### config.mk
export PLATFORM = sky130hd
export DESIGN_NAME = mitc_core
export DESIGN_NICKNAME = d
export VERILOG_FILES = /design/src/hdl/mitc_core.v
export VERILOG_INCLUDE_DIRS = /design/src /design/src/hdl
export SDC_FILE = /design/constraint.sdc
export NUM_CORES = 1
export LEC_CHECK = 0
export BUFFER_PORTS_ARGS = -buffer_cell sky130_fd_sc_hd__buf_2
export CAP_MARGIN = 10
export CORE_AREA = 2 2 160 162
export DETAILED_ROUTE_END_ITERATION = 7
export DIE_AREA = 0 0 162 164
export SLEW_MARGIN = 0
export SYNTH_ARGS = -nofsm -noshare
export SYNTH_HDL_FRONTEND = slang
export SYNTH_SLANG_ARGS = --single-unit
### constraint.sdc
create_clock -name sys_clk -period 5.5 [get_ports sys_clk]
set_clock_uncertainty 0.15 [all_clocks]
set_input_delay 0 -clock sys_clk [delete_from_list [all_inputs] [get_ports sys_clk]]
set_output_delay 0 -clock sys_clk [all_outputs]
set_load 0.005 [all_outputs]
### src/hdl/mitc_core_map.vh
// Purpose: constants of the instruction timing core
// Assumes: 16-bit instruction word, 12-bit program address, 8-bit data
// Notes:   opcode field is instr[15:12], sub field instr[11:8], operand instr[7:0]
`ifndef MITC_CORE_MAP_VH
`define MITC_CORE_MAP_VH

// instruction cycle length in system clocks
`define MITC_PHASES       3'd4
`define MITC_PH_LAST      2'd3
`define MITC_PH_TABLE     2'd1
`define MITC_PH_COMMIT    2'd2

// data memory location that aliases the program counter low byte
`define MITC_PC_LOW_ADDR  8'h00

// reset values
`define MITC_RST_PC       12'h000
`define MITC_RST_ACC      8'h00
`define MITC_NOP_WORD     16'h0000

// opcode classes
`define MITC_OP_MISC      4'h0
`define MITC_OP_JUMP      4'h1
`define MITC_OP_CALL      4'h2
`define MITC_OP_ALU_ACC   4'h3
`define MITC_OP_ALU_MEM   4'h4
`define MITC_OP_ALU_IMM   4'h5
`define MITC_OP_UN_ACC    4'h6
`define MITC_OP_UN_MEM    4'h7
`define MITC_OP_BIT_SET   4'h8
`define MITC_OP_BIT_CLR   4'h9
`define MITC_OP_SKIP_BZ   4'ha
`define MITC_OP_SKIP_BNZ  4'hb
`define MITC_OP_SKIP_BYTE 4'hc
`define MITC_OP_TABLE     4'hd

// misc sub codes
`define MITC_MISC_NOP     4'h0
`define MITC_MISC_SUBRTN  4'h1
`define MITC_MISC_HALT    4'h2
`define MITC_MISC_INTRTN  4'h3

// alu sub codes
`define MITC_ALU_ADD      3'h0
`define MITC_ALU_ADC      3'h1
`define MITC_ALU_SUB      3'h2
`define MITC_ALU_SBC      3'h3
`define MITC_ALU_AND      3'h4
`define MITC_ALU_OR       3'h5
`define MITC_ALU_XOR      3'h6
`define MITC_ALU_MOV      3'h7

// unary sub codes
`define MITC_UN_INC       3'h0
`define MITC_UN_DECR      3'h1
`define MITC_UN_COMPL     3'h2
`define MITC_UN_ROT_R     3'h3
`define MITC_UN_ROT_L     3'h4
`define MITC_UN_ROT_RC    3'h5
`define MITC_UN_ROT_LC    3'h6

// byte skip sub codes
`define MITC_SK_ZERO      2'h0
`define MITC_SK_NZERO     2'h1
`define MITC_SK_INC       2'h2
`define MITC_SK_DECR      2'h3

`endif
### src/hdl/mitc_core.v
// Purpose: 8-bit core executing one instruction per four-clock cycle
// Assumes: program and data memories read synchronously, one clock latency
// Notes:   addresses change only at the last phase edge of a cycle, except progAddr at the table phase edge of a table read
//          pc runs one word ahead of the instruction in execution
`timescale 1ns/10ps
`include "mitc_core_map.vh"

module mitc_core (
  input  wire        sys_clk,
  input  wire        rst,
  output reg  [11:0] progAddr,
  input  wire [15:0] progData,
  output reg  [7:0]  dataAddr,
  input  wire [7:0]  dataRdData,
  output reg  [7:0]  dataWrData,
  output reg         dataWrEn,
  input  wire        wakeUp,
  output reg  [7:0]  acc,
  output reg         carryFlag,
  output reg         zeroFlag,
  output reg         halted,
  output reg  [1:0]  phase
);

  reg  [15:0] ir;
  reg  [11:0] pc;
  reg  [11:0] stack [0:7];
  reg  [2:0]  sp;
  reg         tablePending;
  reg         flushNext;
  reg         wakeMeta;
  reg         wakeSync;

  wire [3:0]  op      = ir[15:12];
  wire [3:0]  sub     = ir[11:8];
  wire [7:0]  operand = ir[7:0];
  wire        isPcLow = (operand == `MITC_PC_LOW_ADDR);
  // the counter low byte reads back as the next fetch address
  wire [7:0]  memVal  = isPcLow ? pc[7:0] : dataRdData;
  wire [7:0]  bitMask = 8'h01 << sub[2:0];

  // decode results of the instruction in the execute slot
  reg  [8:0]  sum;
  reg  [7:0]  bIn;
  reg  [7:0]  unRes;
  reg         unCarry;
  reg  [7:0]  next_acc;
  reg         next_carry;
  reg         next_zero;
  reg         wbEn;
  reg  [7:0]  wbVal;
  reg         jump;
  reg  [11:0] jumpTarget;
  reg         skip;
  reg         push;
  reg         pop;
  reg         tableStart;
  reg         haltReq;

  // alu for two-operand operations
  always @* begin
    bIn = (op == `MITC_OP_ALU_IMM) ? operand : memVal;
    case (sub[2:0])
      `MITC_ALU_ADD: sum = {1'b0, acc} + {1'b0, bIn};
      `MITC_ALU_ADC: sum = {1'b0, acc} + {1'b0, bIn} + {8'h00, carryFlag};
      `MITC_ALU_SUB: sum = {1'b0, acc} - {1'b0, bIn};
      `MITC_ALU_SBC: sum = {1'b0, acc} - {1'b0, bIn} - {8'h00, ~carryFlag};
      `MITC_ALU_AND: sum = {1'b0, acc & bIn};
      `MITC_ALU_OR:  sum = {1'b0, acc | bIn};
      `MITC_ALU_XOR: sum = {1'b0, acc ^ bIn};
      default:       sum = {1'b0, (op == `MITC_OP_ALU_MEM) ? acc : bIn};
    endcase
  end

  // single operand operations on a data memory byte
  always @* begin
    unCarry = carryFlag;
    case (sub[2:0])
      `MITC_UN_INC: unRes = memVal + 8'h01;
      `MITC_UN_DECR:   unRes = memVal - 8'h01;
      `MITC_UN_COMPL:  unRes = ~memVal;
      `MITC_UN_ROT_R:  unRes = {memVal[0], memVal[7:1]};
      `MITC_UN_ROT_L:  unRes = {memVal[6:0], memVal[7]};
      // through-carry variants trade the outgoing bit for the carry
      `MITC_UN_ROT_RC: begin
        unRes   = {carryFlag, memVal[7:1]};
        unCarry = memVal[0];
      end
      `MITC_UN_ROT_LC: begin
        unRes   = {memVal[6:0], carryFlag};
        unCarry = memVal[7];
      end
      default:      unRes = memVal;
    endcase
  end

  // decode of the instruction in the execute slot
  always @* begin
    next_acc   = acc;
    next_carry = carryFlag;
    next_zero  = zeroFlag;
    wbEn       = 1'b0;
    wbVal      = 8'h00;
    jump       = 1'b0;
    jumpTarget = ir[11:0];
    skip       = 1'b0;
    push       = 1'b0;
    pop        = 1'b0;
    tableStart = 1'b0;
    haltReq    = 1'b0;
    case (op)
      `MITC_OP_MISC: begin
        if (sub == `MITC_MISC_SUBRTN || sub == `MITC_MISC_INTRTN) begin
          pop        = 1'b1;
          jump       = 1'b1;
          jumpTarget = stack[sp - 3'd1];
        end
        if (sub == `MITC_MISC_HALT)
          haltReq = 1'b1;
      end
      `MITC_OP_JUMP: jump = 1'b1;
      `MITC_OP_CALL: begin
        jump = 1'b1;
        push = 1'b1;
      end
      `MITC_OP_ALU_ACC, `MITC_OP_ALU_IMM, `MITC_OP_ALU_MEM: begin
        if (op == `MITC_OP_ALU_MEM) begin
          wbEn  = 1'b1;
          wbVal = sum[7:0];
        end else
          next_acc = sum[7:0];
        if (sub[2:0] != `MITC_ALU_MOV)
          next_zero = (sum[7:0] == 8'h00);
        // after a subtraction, carry set means no borrow
        if (sub[2:0] == `MITC_ALU_ADD || sub[2:0] == `MITC_ALU_ADC)
          next_carry = sum[8];
        else if (sub[2:0] == `MITC_ALU_SUB || sub[2:0] == `MITC_ALU_SBC)
          next_carry = ~sum[8];
      end
      `MITC_OP_UN_ACC, `MITC_OP_UN_MEM: begin
        if (op == `MITC_OP_UN_MEM) begin
          wbEn  = 1'b1;
          wbVal = unRes;
        end else
          next_acc = unRes;
        if (sub[2:0] <= `MITC_UN_COMPL)
          next_zero = (unRes == 8'h00);
        next_carry = unCarry;
      end
      `MITC_OP_BIT_SET: begin
        wbEn  = 1'b1;
        wbVal = memVal | bitMask;
      end
      `MITC_OP_BIT_CLR: begin
        wbEn  = 1'b1;
        wbVal = memVal & ~bitMask;
      end
      `MITC_OP_SKIP_BZ:  skip = ((memVal & bitMask) == 8'h00);
      `MITC_OP_SKIP_BNZ: skip = ((memVal & bitMask) != 8'h00);
      `MITC_OP_SKIP_BYTE: begin
        case (sub[1:0])
          `MITC_SK_ZERO:  skip = (memVal == 8'h00);
          `MITC_SK_NZERO: skip = (memVal != 8'h00);
          // counting skips write back and test the new value
          `MITC_SK_INC: begin
            wbEn  = 1'b1;
            wbVal = memVal + 8'h01;
            skip  = (wbVal == 8'h00);
          end
          default: begin
            wbEn  = 1'b1;
            wbVal = memVal - 8'h01;
            skip  = (wbVal == 8'h00);
          end
        endcase
      end
      `MITC_OP_TABLE: tableStart = 1'b1;
      default: ;
    endcase
    // a write to the counter low byte becomes a jump
    if (wbEn && isPcLow) begin
      jump       = 1'b1;
      jumpTarget = {pc[11:8], wbVal};
    end
  end

  // wake pin synchroniser
  always @(posedge sys_clk) begin
    if (rst) begin
      wakeMeta <= 1'b0;
      wakeSync <= 1'b0;
    end else begin
      wakeMeta <= wakeUp;
      wakeSync <= wakeMeta;
    end
  end

  // free-running position inside the instruction cycle
  always @(posedge sys_clk) begin
    if (rst)
      phase <= 2'd0;
    else
      phase <= phase + 2'd1;
  end

  // write strobe: raised at commit, dropped at the last phase
  always @(posedge sys_clk) begin
    if (rst) begin
      dataWrEn   <= 1'b0;
      dataWrData <= 8'h00;
    end else if (!halted && phase == `MITC_PH_COMMIT && wbEn && !isPcLow) begin
      dataWrEn   <= 1'b1;
      dataWrData <= wbVal;
    end else if (phase == `MITC_PH_LAST)
      dataWrEn <= 1'b0;
  end

  // return stack kept out of the reset branch so it maps to plain storage
  always @(posedge sys_clk) begin
    if (!rst && !halted && phase == `MITC_PH_COMMIT && push)
      stack[sp] <= pc;
  end

  // fetch, commit and table-read sequencing
  always @(posedge sys_clk) begin
    if (rst) begin
      // first cycle after reset is a bubble running a no-op
      pc           <= `MITC_RST_PC;
      progAddr     <= `MITC_RST_PC;
      ir           <= `MITC_NOP_WORD;
      dataAddr     <= `MITC_PC_LOW_ADDR;
      acc          <= `MITC_RST_ACC;
      carryFlag    <= 1'b0;
      zeroFlag     <= 1'b0;
      halted       <= 1'b0;
      sp           <= 3'd0;
      tablePending <= 1'b0;
      flushNext    <= 1'b0;
    end else begin
      if (!halted && phase == `MITC_PH_TABLE && tablePending) begin
        // table word arrives in the bubble; its upper byte is unused
        acc          <= progData[7:0];
        progAddr     <= pc;
        tablePending <= 1'b0;
      end
      if (!halted && phase == `MITC_PH_COMMIT) begin
        acc       <= next_acc;
        carryFlag <= next_carry;
        zeroFlag  <= next_zero;
        halted    <= haltReq;
        // pc already points past the call, so the stack takes it as it is
        if (push)
          sp <= sp + 3'd1;
        // circular stack: an overflow overwrites the oldest entry
        if (pop)
          sp <= sp - 3'd1;
        // a table read holds pc so the bubble refetches the next word
        if (jump)
          pc <= jumpTarget;
        else if (!tableStart)
          pc <= pc + 12'h001;
        // the word fetched behind a flow change is dropped
        flushNext    <= jump | skip;
        tablePending <= tableStart;
      end
      if (phase == `MITC_PH_LAST) begin
        // a woken core runs the word fetched behind the halt, not the halt again
        if (halted && wakeSync)
          halted <= 1'b0;
        if (!halted || wakeSync) begin
          if (flushNext || tablePending) begin
            ir       <= `MITC_NOP_WORD;
            dataAddr <= `MITC_PC_LOW_ADDR;
            progAddr <= tablePending ? {ir[11:8], acc} : pc;
          end else begin
            ir       <= progData;
            dataAddr <= progData[7:0];
            progAddr <= pc;
          end
        end
      end
    end
  end

endmodule // mitc_core

==> results of run 1 <==
==> repair_timing <==
action / CTS / global route
hold buffers: 17 / 0
setup endpoints to repair: 0 / 4
endpoints found under the hold margin: 25 / 0
gates resized for setup: 0 / 2
==> report_power, final <==
group          internal [mW]  switching (mW)
Combinational          0.315           0.531
Sequential              1.31          0.0173
Clock                  0.655           0.570
Total                   2.28            1.12
==> layer usage <==
layer  part of all wire (%)  up-vias  track usage (%)
li1                       -     4535                -
met5                      0        -                0
met2                     42      523             41.6
met3                     10       67             7.70
met4                    2.3        0             8.00
met1                     45     4833             42.8
==> worst max-delay path: stages, from the launching register on <==
cell and delay (ns):
dfxtp_1 0.36, nor4_2 0.55, nand3_1 0.25, a31oi_1 0.54, ha_1 0.34, inv_1 0.07, fa_1 0.43, xnor2_1 0.48
and3_1 0.25, or3_1 0.11, a21oi_1 0.07, o31ai_1 0.54, nor2_1 0.08, a211oi_1 0.51, nand2_1 0.10, a31o_2 0.25
==> path summary, 6_finish.rpt <==
| path | startpoint | to | slack (ns) |
|---|---|---|---|
| setup / recovery | dataAddr[3] | pc[3] | 0.30 |
| hold / removal | rst | dataWrData[0] | 0.07 |
| setup reg to reg | dataAddr[3] | pc[3] | 0.30 |
| hold reg to reg | wakeMeta | wakeSync | 0.30 |
==> sequential cells by signal (all words and copies together), names as in the netlist <==
register	count
zeroFlag	1
sp	3
tablePending	1
stack	96
ir	9
phase	2
progAddr	12
dataAddr	7
carryFlag	1
pc	12
wakeMeta	1
halted	1
wakeSync	1
acc	8
dataWrData	8
flushNext	1
dataWrEn	1
==> logic make-up (layout without fill, tap and decap cells) <==
kind of cell / after synthesis / in the layout
muxes: 56 / 56
adders and majority gates: 41 / 41
xor gates and xnor gates: 41 / 41
and+or+nand+nor: 434 / 434
DFF: 165 / 165
buffers and inverters: 134 / 204
AOI/OAI and AO/OA: 313 / 313
==> through the flow <==
stage          power [mW]  setup WS (ns)  util [%]  hold WS (ns)  instance area [µm²]
3_5_place_dp         2.16          0.257      46.9        0.0864                11600
5_1_grt              3.52         0.0958      50.1         0.105                12400
3_3_place_gp         2.17          0.137      46.9        0.0594                11600
6_report             3.40          0.303      50.1        0.0678                12400
2_1_floorplan        1.93           1.28         -       -0.0218                11000
4_1_cts              3.39          0.221      50.0        0.0871                12400
==> synthesized netlist by cell type (9+ instances only) <==
| master | n |
|---|---|
| o22ai_1 | 26 |
| dfxtp_1 | 69 |
| clkbuf_1 | 53 |
| xor2_1 | 9 |
| mux4_2 | 26 |
| a21oi_1 | 70 |
| and3_1 | 13 |
| nor2b_1 | 13 |
| or3_1 | 9 |
| xnor2_1 | 32 |
| edfxtp_1 | 96 |
| o21ai_0 | 51 |
| o31ai_1 | 10 |
| o211ai_1 | 11 |
| ha_1 | 39 |
| nand2b_1 | 16 |
| buf_1 | 11 |
| nand3_1 | 50 |
| buf_2 | 16 |
| nor3_1 | 39 |
| a211oi_1 | 28 |
| a311oi_1 | 10 |
| mux2i_1 | 25 |
| nor2_1 | 121 |
| nand2_1 | 106 |
| inv_1 | 41 |
==> final cells by class <==
| class | count | share of cell area, % |
|---|---|---|
| clock buffers | 17 | 3.42 |
| clock inverters | 15 | 1.45 |
| inverters | 43 | 1.30 |
| multi-input cells | 885 | 49.4 |
| flip-flops and latches | 165 | 34.3 |
| well taps | 330 | 3.32 |
| repair buffers | 129 | 6.76 |
==> results.toml, run 1 <==
[outcome]
outcome = "complete, no violations"

[sta]
rsz0062_at_grt = "false"
worst_pin_slew_ns = 1.14
setup-tns-final_ns = 0
setup_viol = 0
period_share_pct = 94.5
hold_violations = 0
slew_headroom_pct = 21.9
min_period_ns = 5.20
max_clock_freq_ghz = 0.192
slew_violations = 0

[setup_path]
cp-end-kind = "flop"
critPathKind = "flop to flop"
crit_path_max_fanout = 7
worst_ep_arrival_time_ns = 5.37
rr_worst_depth = 15
start_kind = "flop"
required_ns = 5.67

[global_route]
grt_pass1_vias = 9221
grt_first_pass_wirelength_um = 57500
grt_usage_pct = 28.9
grt_start_max_net_pins = 74
antenna_found_initial = 1
grt_overflow = 0

[placed_design]
dp.cells = 1535
portBuffers = 68
place_congestion = 0.991
place_hpwl_um = 28000

[die]
fp-row-count = 58
design.core.area_um2 = 24800
io_pins = 69
initial_core_util_pct = 44.1
die_w_um = 162
die_h_um = 164
die_area_um2 = 26600

[route]
remaining_drc_errors = 0
dr.pass1.iters = 7
wl_um = 38500
vias = 9958
postRouteAntennaNets = 0
wire_per_inst_um = 24.3
vias_per_cell = 6.29
drt_iter0_drc = 1157

[pwr]
worst_ir_drop_vdd_mv = 0.257
p_per_area_nw_per_um2 = 274
power_leakage_nw = 4.58

[synth]
postSynthNetCount = 1252
synth_area_leader_cell = "edfxtp_1"
ys_types = 95
synthMuxAreaShare_pct = 8.14
synth_top_family_by_area = "compound AO/OA/AOI/OAI gates"
synthSimpleGateAreaFrac_pct = 19.7
synth_seq_cells = 165
yosys.area.top_type_share_pct = 26.3
synthFlopType = "edfxtp_1"
synth_area_um2 = 11000
synth-edff-count = 96
ys_async_sr_fraction_pct = 0
synth_xor_xnor_area_share_pct = 3.28
yosys_warnings = 0
syn_avg_cell_area_um2 = 9.25
synthAdderAreaFrac_pct = 4.82
ys_seq_area_share_pct = 38.9
syn_inst = 1184
synthTopCellsByArea = "edfxtp_1, dfxtp_1, mux4_2"
synth_compound_area_share_pct = 20.0

[finish]
area_growth_pct = 13.5
regArea_um2 = 4270
final_common_cell = "nor2_1"
antennaDiodeCount = 0
drive_gt1_share_pct = 17.2
mostFrequentLayoutCells = "nor2_1, nand2_1, edfxtp_1"
nNetsFinal = 1309
fillerInstances = 2348
multi_input_area_um2 = 6150
final_cells = 1584

[clock_tree]
cts_setup_buffers = 0
clk_latency_ns = 0.44
clockRootBuffer = "clkbuf_16"
path_clk_slew_ns = 0.07
cts_max_path_buffers = 2
clock_sinks = 165
cts_max_level = 4
cts-buffers-inserted = 17
tritoncts = "built"

[flow_run]
maxCapViolations = 0

[worst_hold_path]
hold_path_depth = 3
min_path_type = "primary input to flop"
Power figures use the tool's default switching activity.
==> run 2: changes to the inputs <==
--- a/config.mk
+++ b/config.mk
@@ -8,9 +8,10 @@
 export LEC_CHECK = 0
 export BUFFER_PORTS_ARGS = -buffer_cell sky130_fd_sc_hd__buf_2
 export CAP_MARGIN = 10
-export CORE_AREA = 2 2 160 162
+export CORE_AREA = 4 4 162 164
 export DETAILED_ROUTE_END_ITERATION = 7
-export DIE_AREA = 0 0 162 164
+export DIE_AREA = 0 0 166 168
+export GPL_TIMING_DRIVEN = 0
 export SLEW_MARGIN = 0
 export SYNTH_ARGS = -nofsm -noshare
 export SYNTH_HDL_FRONTEND = slang
==> run 2 against run 1 <==
Compared with the run above:
- worst hold slack improved by 0.11 ns
- non-clock buffer count increased by 54
- critical path depth rose by 1
- flip-flop and latch count is the same
- final cell count up 3.4%
- critical path type unchanged
- critical endpoint is now pc[6]
- largest cell class unchanged
- highest routed layer unchanged
==> results.toml, run 2 (synthesized netlist as in run 1, its figures left out) <==
[route]
wl_um = 39200
postRouteAntennaNets = 0
remaining_drc_errors = 0
dr.pass1.iters = 8
wire_per_inst_um = 23.9
vias = 10400
drt_iter0_drc = 1384
vias_per_cell = 6.33

[die]
die_w_um = 166
design.core.area_um2 = 24900
initial_core_util_pct = 44.0
io_pins = 69
fp-row-count = 58
die_h_um = 168
die_area_um2 = 27900

[sta]
setup_viol = 0
slew_headroom_pct = 11.5
hold_violations = 0
max_clock_freq_ghz = 0.184
min_period_ns = 5.44
worst_pin_slew_ns = 1.29
timing.hold.ws_ns = 0.182
finalWorstSetupSlack_ns = 0.0648
period_share_pct = 98.8
slew_violations = 0
setup-tns-final_ns = 0
rsz0062_at_grt = "true"

[finish]
reg_top3 = "stack: 96 flops, pc: 12 flops, progAddr: 12 flops"
final_common_cell = "nor2_1"
largest_reg_flops = 96
design_area_um2 = 12600
mostFrequentLayoutCells = "nor2_1, nand2_1, edfxtp_1"
antennaDiodeCount = 0
top_register = "stack"
drive_gt1_share_pct = 16.1
post-route-util_pct = 50.6
area_growth_pct = 14.9
nNetsFinal = 1363

[pwr]
power_leakage_nw = 4.60
power.share.switching_pct = 33.6
comb_power_share_pct = 25.6
seq_power_share_pct = 40.0
worst_ir_drop_vdd_mv = 0.209
p_clk_share_pct = 34.5
power.switching_mw = 1.13
internal_power_mw = 2.23
p_per_area_nw_per_um2 = 267

[clock_tree]
cts_max_path_buffers = 2
clockRootBuffer = "clkbuf_16"
clock_sinks = 165
path_clk_slew_ns = 0.08
cts_max_level = 4
cts-buffers-inserted = 17
clk_latency_ns = 0.44
tritoncts = "built"

[setup_path]
slowest_delay_ns = 0.49
timing.rr.start = "dataAddr[3]"
rr_worst_depth = 16
critPathKind = "flop to flop"
crit_start = "dataAddr[3]"
crit_slowest_cell = "dfxtp_1"
cp-end-kind = "flop"
required_ns = 5.69
crit_path_max_fanout = 8
path_cells = "nor4_4, and3_1, clkbuf_1, nor2_1, a21boi_1, inv_1, ha_1, and3_1, a2111oi_4, xnor2_1, nor4_2, xnor2_1, nand2_1, a32oi_1, a221oi_2, a311oi_1"
worst_ep_arrival_time_ns = 5.62
start_kind = "flop"

[outcome]
outcome = "complete, no violations"

[placed_design]
pre_cts_ws_ns = -0.314
place_hpwl_um = 29400
place_congestion = 0.981
dpl-instance-area_um2 = 11800
portBuffers = 67

[global_route]
grt_pass1_vias = 9803
grt_overflow = 0
grt_start_max_net_pins = 18
antenna_found_initial = 0
grt_usage_pct = 27.7
grt_first_pass_wirelength_um = 60000

[worst_hold_path]
min_path_type = "primary input to flop"
min-delay-start = "wakeUp"
hold_path_depth = 3

[flow_run]
maxCapViolations = 0
==> run 2: power by group through the flow <==
stage	registers (mW)	clock network, mW	logic [mW]
6_report	1.34	1.16	0.860
5_1_grt	1.34	1.22	0.918
4_1_cts	1.34	1.17	0.825
3_5_place_dp	1.37	0	0.808
3_3_place_gp	1.37	0	0.810
2_1_floorplan	1.36	0	0.577
==> run 2: area by class of cell <==
| cell class | instances | area, µm² |
|---|---|---|
| tap | 330 | 413 |
| inverter | 43 | 161 |
| clock inverter | 14 | 135 |
| multi-input combinational | 885 | 6200 |
| timing repair buffer | 92 | 577 |
| fill | 2343 | 12300 |
| sequential | 165 | 4260 |
| buffer | 91 | 409 |
| clock buffer | 18 | 429 |
==> run 2: metal layers <==
metal / vias up / track usage, % / wire length, µm
li1: 4646 / - / -
met2: 607 / 40.6 / 16800
met4: 0 / 9.54 / 1240
met1: 5031 / 40.6 / 17200
met5: - / 0 / 0
met3: 91 / 5.89 / 3940
==> run 2: timing repair <==
| item | 4_1_cts | 5_1_grt |
|---|---|---|
| hold endpoints to repair | 25 | 0 |
| setup endpoints to repair | 10 | 13 |
| setup buffers | 0 | 0 |
| hold buffers | 17 | 0 |
| resized for setup | 6 | 10 |
| gates cloned | 0 | 0 |
==> run 2: worst max-delay path: cells and delay by family, from the launching register on <==
family / cells / cell delay [ns]
flops: 1 / 0.49
simple gates: 6 / 1.70
buf+inv: 2 / 0.41
compound gates: 5 / 1.85
fa+ha+maj: 1 / 0.35
xor+xnor: 2 / 0.36
==> run 2: worst paths after layout <==
path,to,slack (ns)
max,pc[6],0.06
min,wakeMeta,0.18
max reg2reg,pc[6],0.06
min reg2reg,wakeSync,0.31
==> run 2: metrics by stage <==
stage	power (mW)	std cells
3_5_place_dp	2.18	1589
4_1_cts	3.33	1638
5_1_grt	3.48	1638
2_1_floorplan	1.93	1184
6_report	3.36	1638
3_3_place_gp	2.18	1581
==> run 3: changes to the inputs <==
--- a/config.mk
+++ b/config.mk
@@ -6,11 +6,12 @@
 export SDC_FILE = /design/constraint.sdc
 export NUM_CORES = 1
 export LEC_CHECK = 0
+export ABC_AREA = 1
 export BUFFER_PORTS_ARGS = -buffer_cell sky130_fd_sc_hd__buf_2
 export CAP_MARGIN = 10
-export CORE_AREA = 4 4 162 164
+export CORE_AREA = 4 4 161 163
 export DETAILED_ROUTE_END_ITERATION = 7
-export DIE_AREA = 0 0 166 168
+export DIE_AREA = 0 0 165 167
 export GPL_TIMING_DRIVEN = 0
 export SLEW_MARGIN = 0
 export SYNTH_ARGS = -nofsm -noshare
==> run 3 against run 2 <==
Compared with the run above:
- fmax is 15% higher
- setup slack better by 0.71 ns
- combinational power is 44% higher
- total power is 12% higher
- flip-flop and latch count stayed put
- first-iteration DRC count is 11% lower
- non-clock buffer count is 17 lower
- clock-buffer cell count is 3 higher
- register-to-register slack better by 0.71 ns
- final area is 0.74% lower
- largest power group unchanged
==> results.toml, run 3 <==
[route]
vias = 11000
drt_iter0_drc = 1226
postRouteAntennaNets = 0
dr.pass1.iters = 7
wire_per_inst_um = 21.1
remaining_drc_errors = 0
wl_um = 40100
vias_per_cell = 5.78

[finish]
final_common_cell = "nand2_1"
drive_gt1_share_pct = 12.5
top_register = "stack"
antennaDiodeCount = 0
mostFrequentLayoutCells = "nand2_1, inv_1, nor2_1"
reg_top3 = "stack: 96 flops, pc: 12 flops, progAddr: 12 flops"
largest_reg_flops = 96
post-route-util_pct = 51.4
design_area_um2 = 12500
area_growth_pct = 14.5
nNetsFinal = 1633

[sta]
hold_violations = 0
setup_viol = 0
max_clock_freq_ghz = 0.212
slew_headroom_pct = 37.9
min_period_ns = 4.72
timing.hold.ws_ns = 0.0657
setup-tns-final_ns = 0
slew_violations = 0
worst_pin_slew_ns = 0.922
rsz0062_at_grt = "false"
period_share_pct = 85.9

[setup_path]
crit_path_max_fanout = 10
rrSetupSlack_ns = 0.78
start_kind = "flop"
crit_path_frequent_cell = "nand2_1"
crit_buf_inv = 3
crit_slowest_cell = "o21ai_0"
critPathKind = "flop to flop"
cp-end-kind = "flop"
path_delay_family = "simple AND/OR/NAND/NOR gates"
worst_ep_arrival_time_ns = 4.89
required_ns = 5.67
slowest_delay_ns = 0.78

[global_route]
grt_start_max_net_pins = 17
antenna_found_initial = 0
grt_pass1_vias = 10000
grt_first_pass_wirelength_um = 60200
grt_overflow = 0
grt_usage_pct = 28.7

[synth]
synth_seq_cells = 165
yosys.area.top_type_share_pct = 26.4
ys_async_sr_fraction_pct = 0
synthFlopType = "edfxtp_1"
synth.most_common_cell = "nand2_1"
syn_avg_cell_area_um2 = 7.50
postSynthNetCount = 1522
synth-edff-count = 96
synth_area_um2 = 10900
yosys_warnings = 0
ys_seq_area_share_pct = 39.1
syn_inst = 1454
synth_area_leader_cell = "edfxtp_1"
synthTopCellsByArea = "edfxtp_1, dfxtp_1, nand2_1"
yosys-top-cells-count = "nand2_1, inv_1, nor2_1, o21ai_0, nand3_1"
ys_types = 64

[die]
die_area_um2 = 27600
design.core.area_um2 = 24300
fp-row-count = 57
die_h_um = 167
die_w_um = 165
io_pins = 69
initial_core_util_pct = 44.9

[clock_tree]
cts_setup_buffers = 0
cts-buffers-inserted = 17
cts_max_path_buffers = 2
cts_max_level = 4
path_clk_slew_ns = 0.06
clk_latency_ns = 0.43
hold_buffers = 17
cts_resized = 0
clockRootBuffer = "clkbuf_16"
tritoncts = "built"
clock_sinks = 165

[pwr]
p_per_area_nw_per_um2 = 301
power_leakage_nw = 5.35
total_power_mw = 3.76
worst_ir_drop_vdd_mv = 0.203

[placed_design]
place_congestion = 1.04
dpl-instance-area_um2 = 11800
portBuffers = 67
place_hpwl_um = 30400

[outcome]
outcome = "complete, no violations"

[flow_run]
maxCapViolations = 0

[worst_hold_path]
min_path_type = "primary input to flop"
-- run 3: cell count changes in the layout (fill, tap and decap cells not counted), moves of 16 or more --
cell	change
nand2_1	+162
a21oi_1	+26
inv_1	+112
nand2b_1	-16
mux4_2	-26
nor2_1	+31
mux2i_1	-23
nor3_1	-26
xnor2_1	-30
nand4_1	+16
o21ai_0	+70
nand3_1	+61
-- run 3: kinds of logic after synthesis --
family / count (synthesis) / share of synthesized area [%]
AOI/OAI and AO/OA: 372 / 20.4
xor gates and xnor gates: 14 / 1.12
adders and majority gates: 41 / 4.84
buffers and inverters: 238 / 9.03
DFF: 165 / 39.1
muxes: 2 / 0.184
and+or+nand+nor: 622 / 25.3
-- run 3: worst paths after layout --
| path | end | startpoint | cells past startpoint |
|---|---|---|---|
| hold / removal | phase[1] | rst | 3 |
| setup reg to reg | pc[7] | dataAddr[4] | 25 |
| setup / recovery | pc[7] | dataAddr[4] | 25 |
| hold reg to reg | wakeSync | wakeMeta | 2 |
-- run 3: worst reg2reg max path: cells and delay by family, from the launching register on --
kind	cells	cell delay (ns)
adders and majority gates	1	0.37
and+or+nand+nor	16	1.65
DFF	1	0.66
buffers and inverters	3	0.37
AOI/OAI and AO/OA	5	1.41
-- run 3: power by group --
group          switching [mW]  internal, mW
Clock                   0.499         0.624
Sequential             0.0573          1.34
Combinational           0.878         0.361
Total                    1.43          2.33
-- run 3: metrics by stage --
step	setup slack [ns]	instances
global placement	1.01	1845
finish	0.778	1902
floorplan	2.03	1454
global route	0.631	1902
CTS	0.974	1902
detailed placement	0.999	1853
-- run 3: area by class of cell --
| type | instances | area [µm²] |
|---|---|---|
| Buffer | 74 | 369 |
| Multi-Input combinational cell | 1051 | 5700 |
| Fill cell | 2423 | 11800 |
| Clock inverter | 11 | 104 |
| Timing Repair Buffer | 92 | 596 |
| Inverter | 164 | 616 |
| Tap cell | 324 | 405 |
| Sequential cell | 165 | 4260 |
| Clock buffer | 21 | 440 |
-- run 3: per-layer routing --
metal / wire, µm / global-route usage, % / part of all wire, % / up-vias
met5: 0 / 1.09 / 0 / -
met4: 1190 / 9.95 / 3.0 / 0
met3: 3970 / 5.59 / 9.9 / 66
met2: 16800 / 40.8 / 42 / 605
met1: 18200 / 43.2 / 45 / 5090
li1: - / - / - / 5225
